`config.mk`:
```
export PLATFORM = sky130hd
export DESIGN_NAME = pwmtb_core
export DESIGN_NICKNAME = d
export VERILOG_FILES = /design/src/core/pwmtb_core.v
export VERILOG_INCLUDE_DIRS = /design/src /design/src/shared
export SDC_FILE = /design/constraint.sdc
export NUM_CORES = 1
export LEC_CHECK = 0
export BUFFER_PORTS_ARGS = -buffer_cell sky130_fd_sc_hd__buf_2
export CAP_MARGIN = 10
export CORE_MARGIN = 2
export CORE_UTILIZATION = 50
export DETAILED_ROUTE_END_ITERATION = 10
export PLACE_DENSITY = 0.7
export SYNTH_ARGS = -nofsm -noshare
export SYNTH_HDL_FRONTEND = slang
export SYNTH_SLANG_ARGS = --single-unit
```
`constraint.sdc`:
```
create_clock -name clk_sys -period 3.2 [get_ports clk_sys]
set_input_delay 0.64 -clock clk_sys [delete_from_list [all_inputs] [get_ports clk_sys]]
set_output_delay 0.64 -clock clk_sys [all_outputs]
set_load 0.005 [all_outputs]
```
`src/shared/pwmtb_regs.vh`:
```
// register map, field positions, reset values and timing constants of the pwm master time bases
`ifndef PWMTB_REGS_VH
`define PWMTB_REGS_VH

// byte addresses of the registers (word aligned)
`define PWMTB_ADDR_PTB_CTRL 6'h00
`define PWMTB_ADDR_PTB_DIV 6'h04
`define PWMTB_ADDR_PTB_PER 6'h08
`define PWMTB_ADDR_PTB_CMP 6'h0c
`define PWMTB_ADDR_STB_CTRL 6'h10
`define PWMTB_ADDR_STB_DIV 6'h14
`define PWMTB_ADDR_STB_PER 6'h18
`define PWMTB_ADDR_STB_CMP 6'h1c

// control register fields
`define PWMTB_BIT_MODULE_ON 15
`define PWMTB_BIT_PENDING 12
`define PWMTB_BIT_IRQ_EN 11
`define PWMTB_BIT_IMM_LOAD 10
`define PWMTB_BIT_SYNC_POL 9
`define PWMTB_BIT_SYNC_OEN 8
`define PWMTB_BIT_SYNC_EN 7
`define PWMTB_SRC_HI 6
`define PWMTB_SRC_LO 4
`define PWMTB_PS_HI 3
`define PWMTB_PS_LO 0

// writable masks: unimplemented bits ignore writes and read zero
`define PWMTB_MASK_PTB_CTRL 16'h8fff
`define PWMTB_MASK_STB_CTRL 16'h0fff
`define PWMTB_MASK_DIV 16'h0007
`define PWMTB_MASK_CMP 16'hfff8

// reset values
`define PWMTB_RST_PER 16'hfff8
`define PWMTB_RST_ZERO 16'h0000

// prescaler and source select code limits
`define PWMTB_DIV_RESERVED 3'h7
`define PWMTB_SRC_MAX 3'h3

// width of the sync output pulse in system clocks
`define PWMTB_SYNC_PULSE_NS 20
`define PWMTB_CLK_NS 20
`define PWMTB_SYNC_PULSE_CYC ((`PWMTB_SYNC_PULSE_NS + `PWMTB_CLK_NS - 1) / `PWMTB_CLK_NS)

`endif

```
`src/core/pwmtb_core.v`:
```
// primary and secondary pwm master time bases with an ahb-lite register slave
//
// Added by the designer: register access over AHB-Lite and the placing of the registers.
`timescale 1ns/10ps
`include "pwmtb_regs.vh"
//
// Summary of operation
// primary trigger every postscale-plus-one compare matches
// software changes settings only while module off
// software sets period above external sync interval
// prescaler divides by 1 to 64; 111 reserved
// primary period sixteen bits, resets to fff8
// software keeps period within 0010 to fff8
// periods below 0028 have low bits zero
// primary compare thirteen bits, low three read zero
// compare unit is one input clock count
// secondary pending flag in bit twelve
// bit eleven gates secondary interrupt request
// secondary period loads immediately or at boundary
// polarity bit inverts sync inputs and output
// sync output driven only while enabled
// external sync enable lets selected input synchronise
// source select picks input one to four
// secondary trigger has its own postscaler
// secondary prescaler in its own divider register
// secondary period sixteen bits, resets to fff8
// secondary compare thirteen bits, low bits zero
// unimplemented bits ignore writes, read zero
// module enable starts and stops the module
// primary pending flag set and cleared by hardware
// primary period waits for boundary unless immediate
// counters count zero to period then wrap
// active sync edge clears secondary counter

module pwmtb_core (
	// clock and reset
	input wire clk_sys,
	input wire nrst,
	// ahb-lite slave
	input wire hsel,
	input wire [31:0] haddr,
	input wire [1:0] htrans,
	input wire hwrite,
	input wire [2:0] hsize,
	input wire [31:0] hwdata,
	input wire hready,
	output wire hreadyout,
	output wire hresp,
	output reg [31:0] hrdata,
	// external sync pins
	input wire [3:0] external_sync_input,
	output reg primary_sync_output,
	output reg primary_sync_output_oe,
	output reg secondary_sync_output,
	output reg secondary_sync_output_oe,
	// time base outputs to pwm generators
	output reg [15:0] primary_master_counter,
	output reg [15:0] secondary_master_counter,
	output reg primary_event_trigger,
	output reg secondary_event_trigger,
	output wire primary_irq_request,
	output wire secondary_irq_request
);

	// ****************************************
	// functions
	// ****************************************

	// prescaler code to terminal count of the divider (divide minus one)
	function [5:0] div_limit;
		input [2:0] code;
		begin
			case (code)
				3'h0: div_limit = 6'h00;
				3'h1: div_limit = 6'h01;
				3'h2: div_limit = 6'h03;
				3'h3: div_limit = 6'h07;
				3'h4: div_limit = 6'h0f;
				3'h5: div_limit = 6'h1f;
				3'h6: div_limit = 6'h3f;
				default: div_limit = 6'h00; // reserved code runs at divide-by-1
			endcase
		end
	endfunction

	// ****************************************
	// register storage
	// ****************************************

	reg [15:0] ptb_ctrl; // primary control, pending bit kept separately
	reg [2:0] ptb_div; // primary prescale code
	reg [15:0] ptb_per; // primary period as written
	reg [15:0] ptb_cmp; // primary compare in bits 15..3
	reg [15:0] stb_ctrl; // secondary control
	reg [2:0] stb_div; // secondary prescale code
	reg [15:0] stb_per; // secondary period as written
	reg [15:0] stb_cmp; // secondary compare in bits 15..3
	reg [1:0] pend; // event pending flags, index 0 primary

	wire module_on = ptb_ctrl[`PWMTB_BIT_MODULE_ON];
	wire [15:0] ctrl [0:1];
	assign ctrl[0] = ptb_ctrl;
	assign ctrl[1] = stb_ctrl;

	// ****************************************
	// ahb-lite slave
	// ****************************************

	reg wr_pend; // a write data phase follows
	reg [5:0] wr_addr; // latched address of the write
	wire take = hsel && hready && htrans[1];

	// zero wait state, always okay
	assign hreadyout = 1'b1;
	assign hresp = 1'b0;

	// address phase capture
	always @(posedge clk_sys or negedge nrst) begin
		if (!nrst) begin
			wr_pend <= 1'b0;
			wr_addr <= 6'h00;
		end else begin
			wr_pend <= take && hwrite;
			wr_addr <= haddr[5:0];
		end
	end

	// read data registered in the address phase; unmapped reads zero
	always @(posedge clk_sys or negedge nrst) begin
		if (!nrst) begin
			hrdata <= 32'h00000000;
		end else if (take && !hwrite) begin
			case ({haddr[5:2], 2'b00})
				`PWMTB_ADDR_PTB_CTRL: hrdata <= {16'h0000, ptb_ctrl[15:13], pend[0],
					ptb_ctrl[11:0]};
				`PWMTB_ADDR_PTB_DIV: hrdata <= {29'h0, ptb_div};
				`PWMTB_ADDR_PTB_PER: hrdata <= {16'h0000, ptb_per};
				`PWMTB_ADDR_PTB_CMP: hrdata <= {16'h0000, ptb_cmp};
				`PWMTB_ADDR_STB_CTRL: hrdata <= {16'h0000, 3'h0, pend[1],
					stb_ctrl[11:0]};
				`PWMTB_ADDR_STB_DIV: hrdata <= {29'h0, stb_div};
				`PWMTB_ADDR_STB_PER: hrdata <= {16'h0000, stb_per};
				`PWMTB_ADDR_STB_CMP: hrdata <= {16'h0000, stb_cmp};
				default: hrdata <= 32'h00000000;
			endcase
		end
	end

	// register writes; masks drop unimplemented and status bits
	always @(posedge clk_sys or negedge nrst) begin
		if (!nrst) begin
			ptb_ctrl <= `PWMTB_RST_ZERO;
			ptb_div <= 3'h0;
			ptb_per <= `PWMTB_RST_PER;
			ptb_cmp <= `PWMTB_RST_ZERO;
			stb_ctrl <= `PWMTB_RST_ZERO;
			stb_div <= 3'h0;
			stb_per <= `PWMTB_RST_PER;
			stb_cmp <= `PWMTB_RST_ZERO;
		end else if (wr_pend) begin
			case ({wr_addr[5:2], 2'b00})
				`PWMTB_ADDR_PTB_CTRL: ptb_ctrl <= hwdata[15:0] & `PWMTB_MASK_PTB_CTRL;
				`PWMTB_ADDR_PTB_DIV: ptb_div <= hwdata[2:0];
				`PWMTB_ADDR_PTB_PER: ptb_per <= hwdata[15:0];
				`PWMTB_ADDR_PTB_CMP: ptb_cmp <= hwdata[15:0] & `PWMTB_MASK_CMP;
				`PWMTB_ADDR_STB_CTRL: stb_ctrl <= hwdata[15:0] & `PWMTB_MASK_STB_CTRL;
				`PWMTB_ADDR_STB_DIV: stb_div <= hwdata[2:0];
				`PWMTB_ADDR_STB_PER: stb_per <= hwdata[15:0];
				`PWMTB_ADDR_STB_CMP: stb_cmp <= hwdata[15:0] & `PWMTB_MASK_CMP;
				default: ;
			endcase
		end
	end

	// ****************************************
	// external sync input conditioning
	// ****************************************

	// three-stage synchroniser; stage one only feeds stage two
	reg [3:0] sync_s1;
	reg [3:0] sync_s2;
	reg [3:0] sync_s3;
	reg [3:0] sync_lvl; // accepted level once stages two and three agree
	always @(posedge clk_sys or negedge nrst) begin
		if (!nrst) begin
			sync_s1 <= 4'h0;
			sync_s2 <= 4'h0;
			sync_s3 <= 4'h0;
			sync_lvl <= 4'h0;
		end else begin
			sync_s1 <= external_sync_input;
			sync_s2 <= sync_s1;
			sync_s3 <= sync_s2;
			sync_lvl <= (~(sync_s2 ^ sync_s3) & sync_s2) | ((sync_s2 ^ sync_s3) & sync_lvl);
		end
	end

	// ****************************************
	// time base pair: index 0 primary, 1 secondary
	// ****************************************

	wire [2:0] div_code [0:1];
	wire [15:0] per_reg [0:1];
	wire [15:0] cmp_reg [0:1];
	wire [1:0] sync_hit; // active edge on the selected input, per base
	wire [1:0] wrap; // counter at or above period with tick
	wire [1:0] match; // compare match with tick
	wire [1:0] fire; // postscaled trigger
	assign div_code[0] = ptb_div;
	assign div_code[1] = stb_div;
	assign per_reg[0] = ptb_per;
	assign per_reg[1] = stb_per;
	assign cmp_reg[0] = ptb_cmp;
	assign cmp_reg[1] = stb_cmp;

	genvar gi;
	generate
		for (gi = 0; gi < 2; gi = gi + 1) begin : tb
			reg [5:0] pre_cnt; // prescaler count
			reg [15:0] cnt; // master counter
			reg [3:0] post_cnt; // compare matches since last trigger
			reg sel_prev; // previous selected sync level after polarity
			reg [15:0] act_per; // active period, one driver per base
			wire [2:0] src = ctrl[gi][`PWMTB_SRC_HI:`PWMTB_SRC_LO];
			// reserved source codes select nothing
			wire sel_raw = (src <= `PWMTB_SRC_MAX) ? sync_lvl[src[1:0]] : 1'b0;
			wire sel_lvl = sel_raw ^ ctrl[gi][`PWMTB_BIT_SYNC_POL];
			wire tick = module_on && (pre_cnt == div_limit(div_code[gi]));
			assign wrap[gi] = tick && (cnt >= act_per);
			assign match[gi] = tick && (cnt == cmp_reg[gi]);
			assign sync_hit[gi] = module_on && ctrl[gi][`PWMTB_BIT_SYNC_EN]
				&& sel_lvl && !sel_prev;
			assign fire[gi] = match[gi] && (post_cnt == ctrl[gi][`PWMTB_PS_HI:`PWMTB_PS_LO]);

			// prescaler, counter and postscaler; module off holds them cleared
			always @(posedge clk_sys or negedge nrst) begin
				if (!nrst) begin
					pre_cnt <= 6'h00;
					cnt <= 16'h0000;
					post_cnt <= 4'h0;
					sel_prev <= 1'b0;
					act_per <= `PWMTB_RST_PER;
				end else begin
					sel_prev <= sel_lvl;
					if (!module_on) begin
						// stopped module behaves as reset and tracks the period
						pre_cnt <= 6'h00;
						cnt <= 16'h0000;
						post_cnt <= 4'h0;
						act_per <= per_reg[gi];
					end else begin
						pre_cnt <= tick ? 6'h00 : pre_cnt + 6'h01;
						if (sync_hit[gi]) begin
							cnt <= 16'h0000;
							pre_cnt <= 6'h00;
						end else if (wrap[gi]) begin
							cnt <= 16'h0000;
						end else if (tick) begin
							cnt <= cnt + 16'h0001;
						end
						// period takes the new value now or at the cycle boundary
						if (ctrl[gi][`PWMTB_BIT_IMM_LOAD] || wrap[gi] || sync_hit[gi]) begin
							act_per <= per_reg[gi];
						end
						if (match[gi]) begin
							post_cnt <= fire[gi] ? 4'h0 : post_cnt + 4'h1;
						end
					end
				end
			end
		end
	endgenerate

	// ****************************************
	// triggers, pending flags and sync outputs
	// ****************************************

	// pending flags: set wins; hardware clears while the interrupt enable is low
	// or the module stops, so no software clear can lose an event
	always @(posedge clk_sys or negedge nrst) begin
		if (!nrst) begin
			pend <= 2'b00;
			primary_event_trigger <= 1'b0;
			secondary_event_trigger <= 1'b0;
		end else begin
			primary_event_trigger <= fire[0];
			secondary_event_trigger <= fire[1];
			if (fire[0]) begin
				pend[0] <= 1'b1;
			end else if (!ptb_ctrl[`PWMTB_BIT_IRQ_EN] || !module_on) begin
				pend[0] <= 1'b0;
			end
			if (fire[1]) begin
				pend[1] <= 1'b1;
			end else if (!stb_ctrl[`PWMTB_BIT_IRQ_EN] || !module_on) begin
				pend[1] <= 1'b0;
			end
		end
	end

	// interrupt requests gated by their enables
	assign primary_irq_request = pend[0] & ptb_ctrl[`PWMTB_BIT_IRQ_EN];
	assign secondary_irq_request = pend[1] & stb_ctrl[`PWMTB_BIT_IRQ_EN];

	// sync outputs pulse one cycle at each wrap, polarity applied, driven only when enabled
	always @(posedge clk_sys or negedge nrst) begin
		if (!nrst) begin
			primary_sync_output <= 1'b0;
			primary_sync_output_oe <= 1'b0;
			secondary_sync_output <= 1'b0;
			secondary_sync_output_oe <= 1'b0;
		end else begin
			primary_sync_output_oe <= ptb_ctrl[`PWMTB_BIT_SYNC_OEN];
			primary_sync_output <= ptb_ctrl[`PWMTB_BIT_SYNC_OEN]
				& (wrap[0] ^ ptb_ctrl[`PWMTB_BIT_SYNC_POL]);
			secondary_sync_output_oe <= stb_ctrl[`PWMTB_BIT_SYNC_OEN];
			secondary_sync_output <= stb_ctrl[`PWMTB_BIT_SYNC_OEN]
				& (wrap[1] ^ stb_ctrl[`PWMTB_BIT_SYNC_POL]);
		end
	end

	// counters to the generators
	always @(posedge clk_sys or negedge nrst) begin
		if (!nrst) begin
			primary_master_counter <= 16'h0000;
			secondary_master_counter <= 16'h0000;
		end else begin
			primary_master_counter <= tb[0].cnt;
			secondary_master_counter <= tb[1].cnt;
		end
	end

endmodule

```
==> results.md, run 1 <==
* Detail Route Antenna Nets at 0
* Actual slew at the worst max-slew pin at 0.785 ns
* CTS tree: yes
* Total Wirelength at between 20000 and 30000 um
* Slew headroom at a little under half
* Clock Root Buffer: clkbuf_16
* CP dominant cell by count: or3_1
* Peak clock frequency supported by timing at ~330 MHz
* Clock latency on the worst-skew pair at approximately 0.53 ns
* Layout Cells excl Fill at approximately 1500
* Critical path buffers and inverters at 1
* Final period utilization at between 90% and 100%
* Synthesized area at 11900 um^2
* Final Wtd Congestion at approximately 0.85
* Post_cts resized at 0
* Ratio of cells with drive above 1 in the final layout at 28.2%
* DRC errors left at 0
* Largest net degree at the start of global routing at between 80 and 90
* CP max stage delay at between 0.6 and 0.7 ns
* Synth unique cells at between 60 and 70
* Fraction of registers with async set/reset at 100%
* Worst Skew at ~0.015 ns
* Synth Register Bits at between 200 and 300
* IO Pins at around 150
* H-tree levels at 1
* Pre-antenna DRT Iters at 5
* Final hold viol count at 0
* Starting Density at around half
* Layout Nets at between 1000 and 1500
* # setup viols final at 0
* Worst Path Arrival at 3.50 ns
* Data required, critical path at ~3.7 ns
* Clk slew on worst S/H paths at approximately 0.06 ns
* Dpl cells at ~1400
* Crit path max-delay family: simple AND/OR/NAND/NOR gates
* Reg power frac at 47.4%
* Largest cells by area after synthesis: dfrtp_1 42%, dfstp_2 11%, mux2_2 8.7%, ha_1 4.2%, mux2_1 3.2%
* Status: finished clean
* Clk sink count at approximately 250
* Top_reg_cell synth: dfrtp_1
* Maximum vdd drop at between 300 and 400 uV
* Crit Path Category: flop to flop
* Largest area contributor in the netlist: dfrtp_1
* Post-synthesis average cell area at between 10 and 15 um^2
* Die W at about 160 um
* Antenna cells at 0
* P&R area growth vs syn at 15.8%
* Clock buffer depth at 3
* Crit path max fanout at 9
* Port Buffers at between 80 and 90
* Hpwl dp at between 15000 and 20000 um
* Clock power frac at between 30% and 40%
* Register area share after synthesis at a little over half
* Combinational share of power at between 10% and 20%
* Setup tns final at 0 ns
* Final instance area at 13800 um^2
* Leak at between 0.006 and 0.007 uW
* Via count at 8368
* CTS buffer count at 27
* 1st-iter DRT viols at between 400 and 500
* EDFF count, synth at 0
* CP Cell Sequence: inv_1 > ha_1 > nor2_1 > a21oi_1 > o41ai_1 > a311oi_1 > or3_1 > or3_1 > o21ai_1
* Total gr overflow at 0
* Synth Warn # at 0
* Hold WC Path Type: primary input to asynchronous set/reset pin
* Internal power at approximately 6000 uW
* Via density at around 5.7
* Die Area at between 20000 and 30000 um^2
* Core ar. at ~23000 um^2
* CP endpoint kind: flop
* Row count at between 50 and 60
* RSZ-0062 raised after global routing: no
* Most common cell after layout, fill and taps aside: dfrtp_1
* First-pass GRT wire length at ~45000 um
* All-layer global routing usage at a little under a quarter
* Power per cell area at between 500 and 600 nW/um^2
* CP max stage cell: or3_1
* Dpl cell area at 12900 um^2
* Initial antenna violation count at 0
* WL/cell at ~19 um
* Gate Count Post-Synth at about 1000
* Net Sw Frac at 25.7%
* Die H at roughly 160 um
* Hold Slack at approximately 0.091 ns
* Psw at between 2000 and 2500 uW
* Top cell type's share of synthesized area at between 40% and 50%
* Startpoint class of the critical path: flop
* Max_cap viols at 0
* Post-CTS setup repair buffer count at 0
* Fin. max-slew vios at 0
* Hold Buf Count CTS at 0
* Min Clock Period, post-route at about 3.0 ns
* Vias in the first global route at 8450
* Highest-count cells in the layout ignoring fill and taps: 200 x dfrtp_1, 92 x mux2_2, 84 x buf_2
[layer usage]
layer	wire length, um	GRT usage, %	share of wire, %
met1	12500	31.7	44
met2	13200	37.0	47
met3	1640	4.19	5.8
met4	754	6.91	2.7
met5	0	0	0
[registers in the layout, summed over array words and instances (netlist names), 2 cells and up, named ones only]
signal                    flops
primary_master_counter       16
ptb_per                      16
hrdata                       16
sync_s2                       4
stb_cmp                      13
sync_s1                       4
stb_per                      16
tb.cnt                       32
stb_ctrl                     12
secondary_master_counter     16
ptb_ctrl                     13
tb.post_cnt                   8
wr_addr                       4
ptb_cmp                      13
stb_div                       3
tb.pre_cnt                   12
pend                          2
tb.act_per                   32
ptb_div                       3
sync_s3                       4
tb.sel_prev                   2
[cell families (layout without fill, tap and decap cells)]
family,Yosys count,after routing,synth area share [%]
mux,133,133,12.6
flops,252,252,53.4
compound gates,175,175,10.3
other cells,2,18,0.0629
xor+xnor,57,57,4.18
buf+inv,98,225,3.89
simple gates,246,246,11.1
fa+ha+maj,44,44,4.53
[cell usage after synthesis (all sizes together), types with 3 or more instances]
cell / number
dfrtp: 200
mux2: 126
nand2: 59
dfstp: 52
o21ai: 44
inv: 42
ha: 40
nor2: 39
buf: 32
xor2: 31
nand3: 28
xnor2: 26
a22oi: 24
clkbuf: 24
a21oi: 22
a22o: 21
and3: 17
a221oi: 16
nor2b: 16
nor3: 12
nor4: 11
a21o: 10
nand3b: 9
nor3b: 9
and2: 8
nand2b: 7
mux2i: 6
nand4: 6
o31ai: 6
nand4b: 5
a21boi: 4
and3b: 4
maj3: 4
o211ai: 4
or3: 4
o21a: 3
o41ai: 3
or4: 3
[worst paths after layout]
path                                        start                    endpoint  slack [ns]  cells past startpoint
setup / recovery                     tb[0].cnt[0]               tb[0].cnt[11]        0.16                      9
hold / removal                               nrst  primary_master_counter[12]        0.09                      1
setup reg to reg                     tb[0].cnt[0]               tb[0].cnt[11]        0.16                      9
hold reg to reg                        sync_s1[3]                  sync_s2[3]        0.35                      0
max in group asynchronous                    nrst                   hrdata[2]        2.10                      2
min in group clk_sys       external_sync_input[0]                  sync_s1[0]        0.22                      1
[power by group through the flow]
stage                     clock network (uW)  registers [uW]  logic (uW)
after floorplan                            0            3690         693
after global placement                     0            3770         971
after detailed placement                   0            3780        1000
after CTS                               3190            3730        1010
after global routing                    3320            3770        1130
final                                   3130            3730        1010
[cell type report]
cell class,instances,area (um^2)
clock buffer,40,764
clock inverter,9,130
fill,1912,9650
inverter,42,158
multi-input combinational,673,5170
sequential,252,6370
tap,319,399
timing repair buffer,134,828
[per-stage QoR]
stage	power [uW]	utilization, %	setup WS [ns]
4_1_cts	7940	58.9	0.183
5_1_grt	8220	58.9	0.0205
6_report	7880	58.9	0.164
3_5_place_dp	4790	55.1	0.196
2_1_floorplan	4380	-	0.353
3_3_place_gp	4750	55.1	0.270
Note: power is estimated with default switching activity, not from simulation.
==> run 2: changes to the inputs <==
--- a/config.mk
+++ b/config.mk
@@ -6,6 +6,7 @@
 export SDC_FILE = /design/constraint.sdc
 export NUM_CORES = 1
 export LEC_CHECK = 0
+export ABC_AREA = 1
 export BUFFER_PORTS_ARGS = -buffer_cell sky130_fd_sc_hd__buf_2
 export CAP_MARGIN = 10
 export CORE_MARGIN = 2
==> results.md, run 2 <==
* Status: finished clean
* Peak clock frequency supported by timing at 387 MHz (+17%)
* Post_cts resized at 0 (unchanged)
* Area of the multi-input gates at 5520 um^2 (+6.7%)
* Fraction of registers with async set/reset at 100% (unchanged)
* Hpwl dp at 23700 um (+19%)
* Port Buffers at 85 (unchanged)
* Top cell type's share of synthesized area at 38.6% (-3.4 points)
* Actual slew at the worst max-slew pin at 0.951 ns (+0.166 ns)
* Pre-antenna DRT Iters at 5 (unchanged)
* Top_reg_cell synth: dfrtp_1
* Final Wtd Congestion at 0.886 (+3.7%)
* # fillers at 2344 (+23%)
* Data required, critical path at 3.69 ns (+0.03 ns)
* Clock buffer depth at 3 (unchanged)
* Setup tns final at 0 ns (unchanged)
* # setup viols final at 0 (unchanged)
* Reg2Reg Setup Slack at 0.61 ns (+0.45 ns)
* WL/cell at 16.2 um (-15%)
* Crit path max fanout at 16 (+7)
* Max_cap viols at 0 (unchanged)
* Combinational share of power at 18.8% (+6.0 points)
* Synth Register Bits at 252 (unchanged)
* Synthesized area at 13000 um^2 (+8.7%)
* CTS tree: yes
* P&R area growth vs syn at 11.9%
* Via count at 10612 (+27%)
* Clk sink count at 252 (unchanged)
* Core ar. at 25300 um^2 (+7.9%)
* EDFF count, synth at 0 (unchanged)
* Synth unique cells at 53 (-21%)
* Leak at 0.00797 uW (+20%)
* Net Sw Frac at 31.1% (+5.4 points)
* Detail Route Antenna Nets at 0 (unchanged)
* Ratio of cells with drive above 1 in the final layout at 14.0% (-14 points)
* Total Wirelength at 32400 um (+15%)
* Clock power frac at 35.8% (-4.0 points)
* Power per cell area at 613 nW/um^2 (+7.6%)
* Largest area contributor in the netlist: dfrtp_1
* Post-synthesis average cell area at 8.23 um^2 (-31%)
* Register area share after synthesis at 49.1% (-4.3 points)
* Highest-count cells in the layout ignoring fill and taps: 441 x nand2_1, 200 x dfrtp_1, 183 x inv_1
* Dpl cells at 1953 (+38%)
* 1st-iter DRT viols at 864 (+80%)
* Reg power frac at 45.3% (-2.1 points)
* Final period utilization at 80.9% (-14 points)
* Row count at 58 (+3.6%)
* Antenna cells at 0 (unchanged)
* Hold WC Path Type: primary input to asynchronous set/reset pin
* Fin. max-slew vios at 0 (unchanged)
* Starting Density at 51.2% (+0.38 points)
* Initial antenna violation count at 0 (unchanged)
* Biggest regs: tb.act_per (32), tb.cnt (32)
* Layout Cells excl Fill at 2006 (+37%)
* Startpoint class of the critical path: flop
* Worst Path Arrival at 3.08 ns (-0.42 ns)
* Most common cell after layout, fill and taps aside: nand2_1
* Post-layout util at 57.3% (-1.6 points)
* Worst Skew at 0.0158 ns (+0.00105 ns)
* CP endpoint kind: flop
* Maximum vdd drop at 371 uV (-5.8%)
* First-pass GRT wire length at 52800 um (+18%)
* Psw at 2770 uW (+37%)
* Commonest cells post-synth: 441 x nand2_1, 200 x dfrtp_1, 183 x inv_1
* Crit Reg-Reg Startpoint: tb[1].cnt[9]
* Crit Path Category: flop to flop
* CTS buffer count at 29 (+7.4%)
* All-layer global routing usage at 24.6% (+1.7 points)
* Min Clock Period, post-route at 2.59 ns (-0.449 ns)
* Largest net degree at the start of global routing at 75 (-9.6%)
* Die H at 165 um (+4.2%)
* Vias in the first global route at 10051 (+19%)
* Most frequent cell after synthesis: nand2_1
* FF/Latch Area at 6370 um^2 (unchanged)
* DRC errors left at 0 (unchanged)
* Via density at 5.29 (-7.1%)
* Synth Warn # at 0 (unchanged)
* Clock Root Buffer: clkbuf_16
* Post-CTS setup repair buffer count at 0 (unchanged)
* RSZ-0062 raised after global routing: no
* Total gr overflow at 0 (unchanged)
* H-tree levels at 1 (unchanged)
* IO Pins at 152 (unchanged)
* Internal power at 6140 uW (+4.9%)
* Gate Count Post-Synth at 1576 (+57%)
* Reg-to-Reg End: tb[1].cnt[2]
* Clock latency on the worst-skew pair at 0.55 ns (+0.02 ns)
* Slew headroom at 36.5% (-11 points)
* Layout Nets at 1772 (+42%)
* Worst Reg-to-Reg Cells at 10 (+1)
* Final hold viol count at 0 (unchanged)
* Clk slew on worst S/H paths at 0.06 ns (about the same)
* Hold Buf Count CTS at 0 (unchanged)
* Die Area at 27300 um^2 (+8.5%)
* Die W at 165 um (+4.2%)
* Largest cells by area after synthesis: dfrtp_1 39%, nand2_1 13%, dfstp_2 11%, nand3_1 6.1%, inv_1 5.3%
[run 2: worst max-delay path by stage]
stage                      startpoint             to  depth (start not counted)
finish                   tb[1].cnt[9]   tb[1].cnt[2]                         10
global route        tb[1].act_per[13]   tb[1].cnt[2]                         11
CTS                      tb[1].cnt[9]   tb[1].cnt[2]                         10
detailed placement       tb[1].cnt[9]  tb[1].cnt[10]                         10
global placement         tb[1].cnt[9]  tb[1].cnt[13]                         10
floorplan            tb[1].act_per[9]   tb[1].cnt[2]                         12
[run 2: power by group through the flow]
stage / Combinational (uW) / Sequential, uW / Clock, uW
after global placement: 1620 / 4070 / 0
after floorplan: 1300 / 3960 / 0
after detailed placement: 1680 / 4080 / 0
after global routing: 1940 / 4100 / 3380
after CTS: 1690 / 4030 / 3250
final: 1680 / 4040 / 3190
[run 2: final cells by class]
class	count	area share (%)
clock inverter	11	0.638
tap	330	2.84
timing repair buffer	96	3.74
sequential	252	43.9
inverter	196	5.10
clock buffer	42	5.75
multi-input combinational	1079	38.0
[run 2: critical path, cell delays in order (launching register included)]
cell,delay [ns]
dfrtp_1,0.51
ha_1,0.37
nand2_1,0.07
inv_1,0.03
o21ai_0,0.13
nand2_1,0.07
a21oi_1,0.32
nand3_1,0.27
inv_1,0.48
nand3_1,0.16
nand2_1,0.09
[run 2: logic make-up (layout without fill, tap and decap cells)]
family                     Yosys count  in the layout  share of synthesized area (%)
AOI/OAI and AO/OA                  176            176                           7.38
xor gates and xnor gates            45             45                           3.04
adders and majority gates           44             44                           4.17
buffers and inverters              261            345                           8.81
DFF                                252            252                           49.1
other                                2             18                         0.0579
and+or+nand+nor                    796            796                           27.5
[run 2: metal layers]
layer	GRT usage, %	vias up	share of wire (%)
li1	-	5216	-
met1	36.9	5080	47
met2	38.3	284	45
met3	3.35	32	5.9
met4	4.86	0	1.3
met5	0	-	0
[run 2: through the flow]
step                      hold slack (ns)  total power, uW  worst slack [ns]  instance area (um^2)
final                              0.0470             8900             0.613                 14500
after global routing               0.0847             9410             0.362                 14500
after CTS                          0.0672             8980             0.661                 14500
after detailed placement            0.336             5770             0.701                 13600
after global placement              0.332             5690             0.763                 13600
after floorplan                     0.331             5260              1.15                 13000
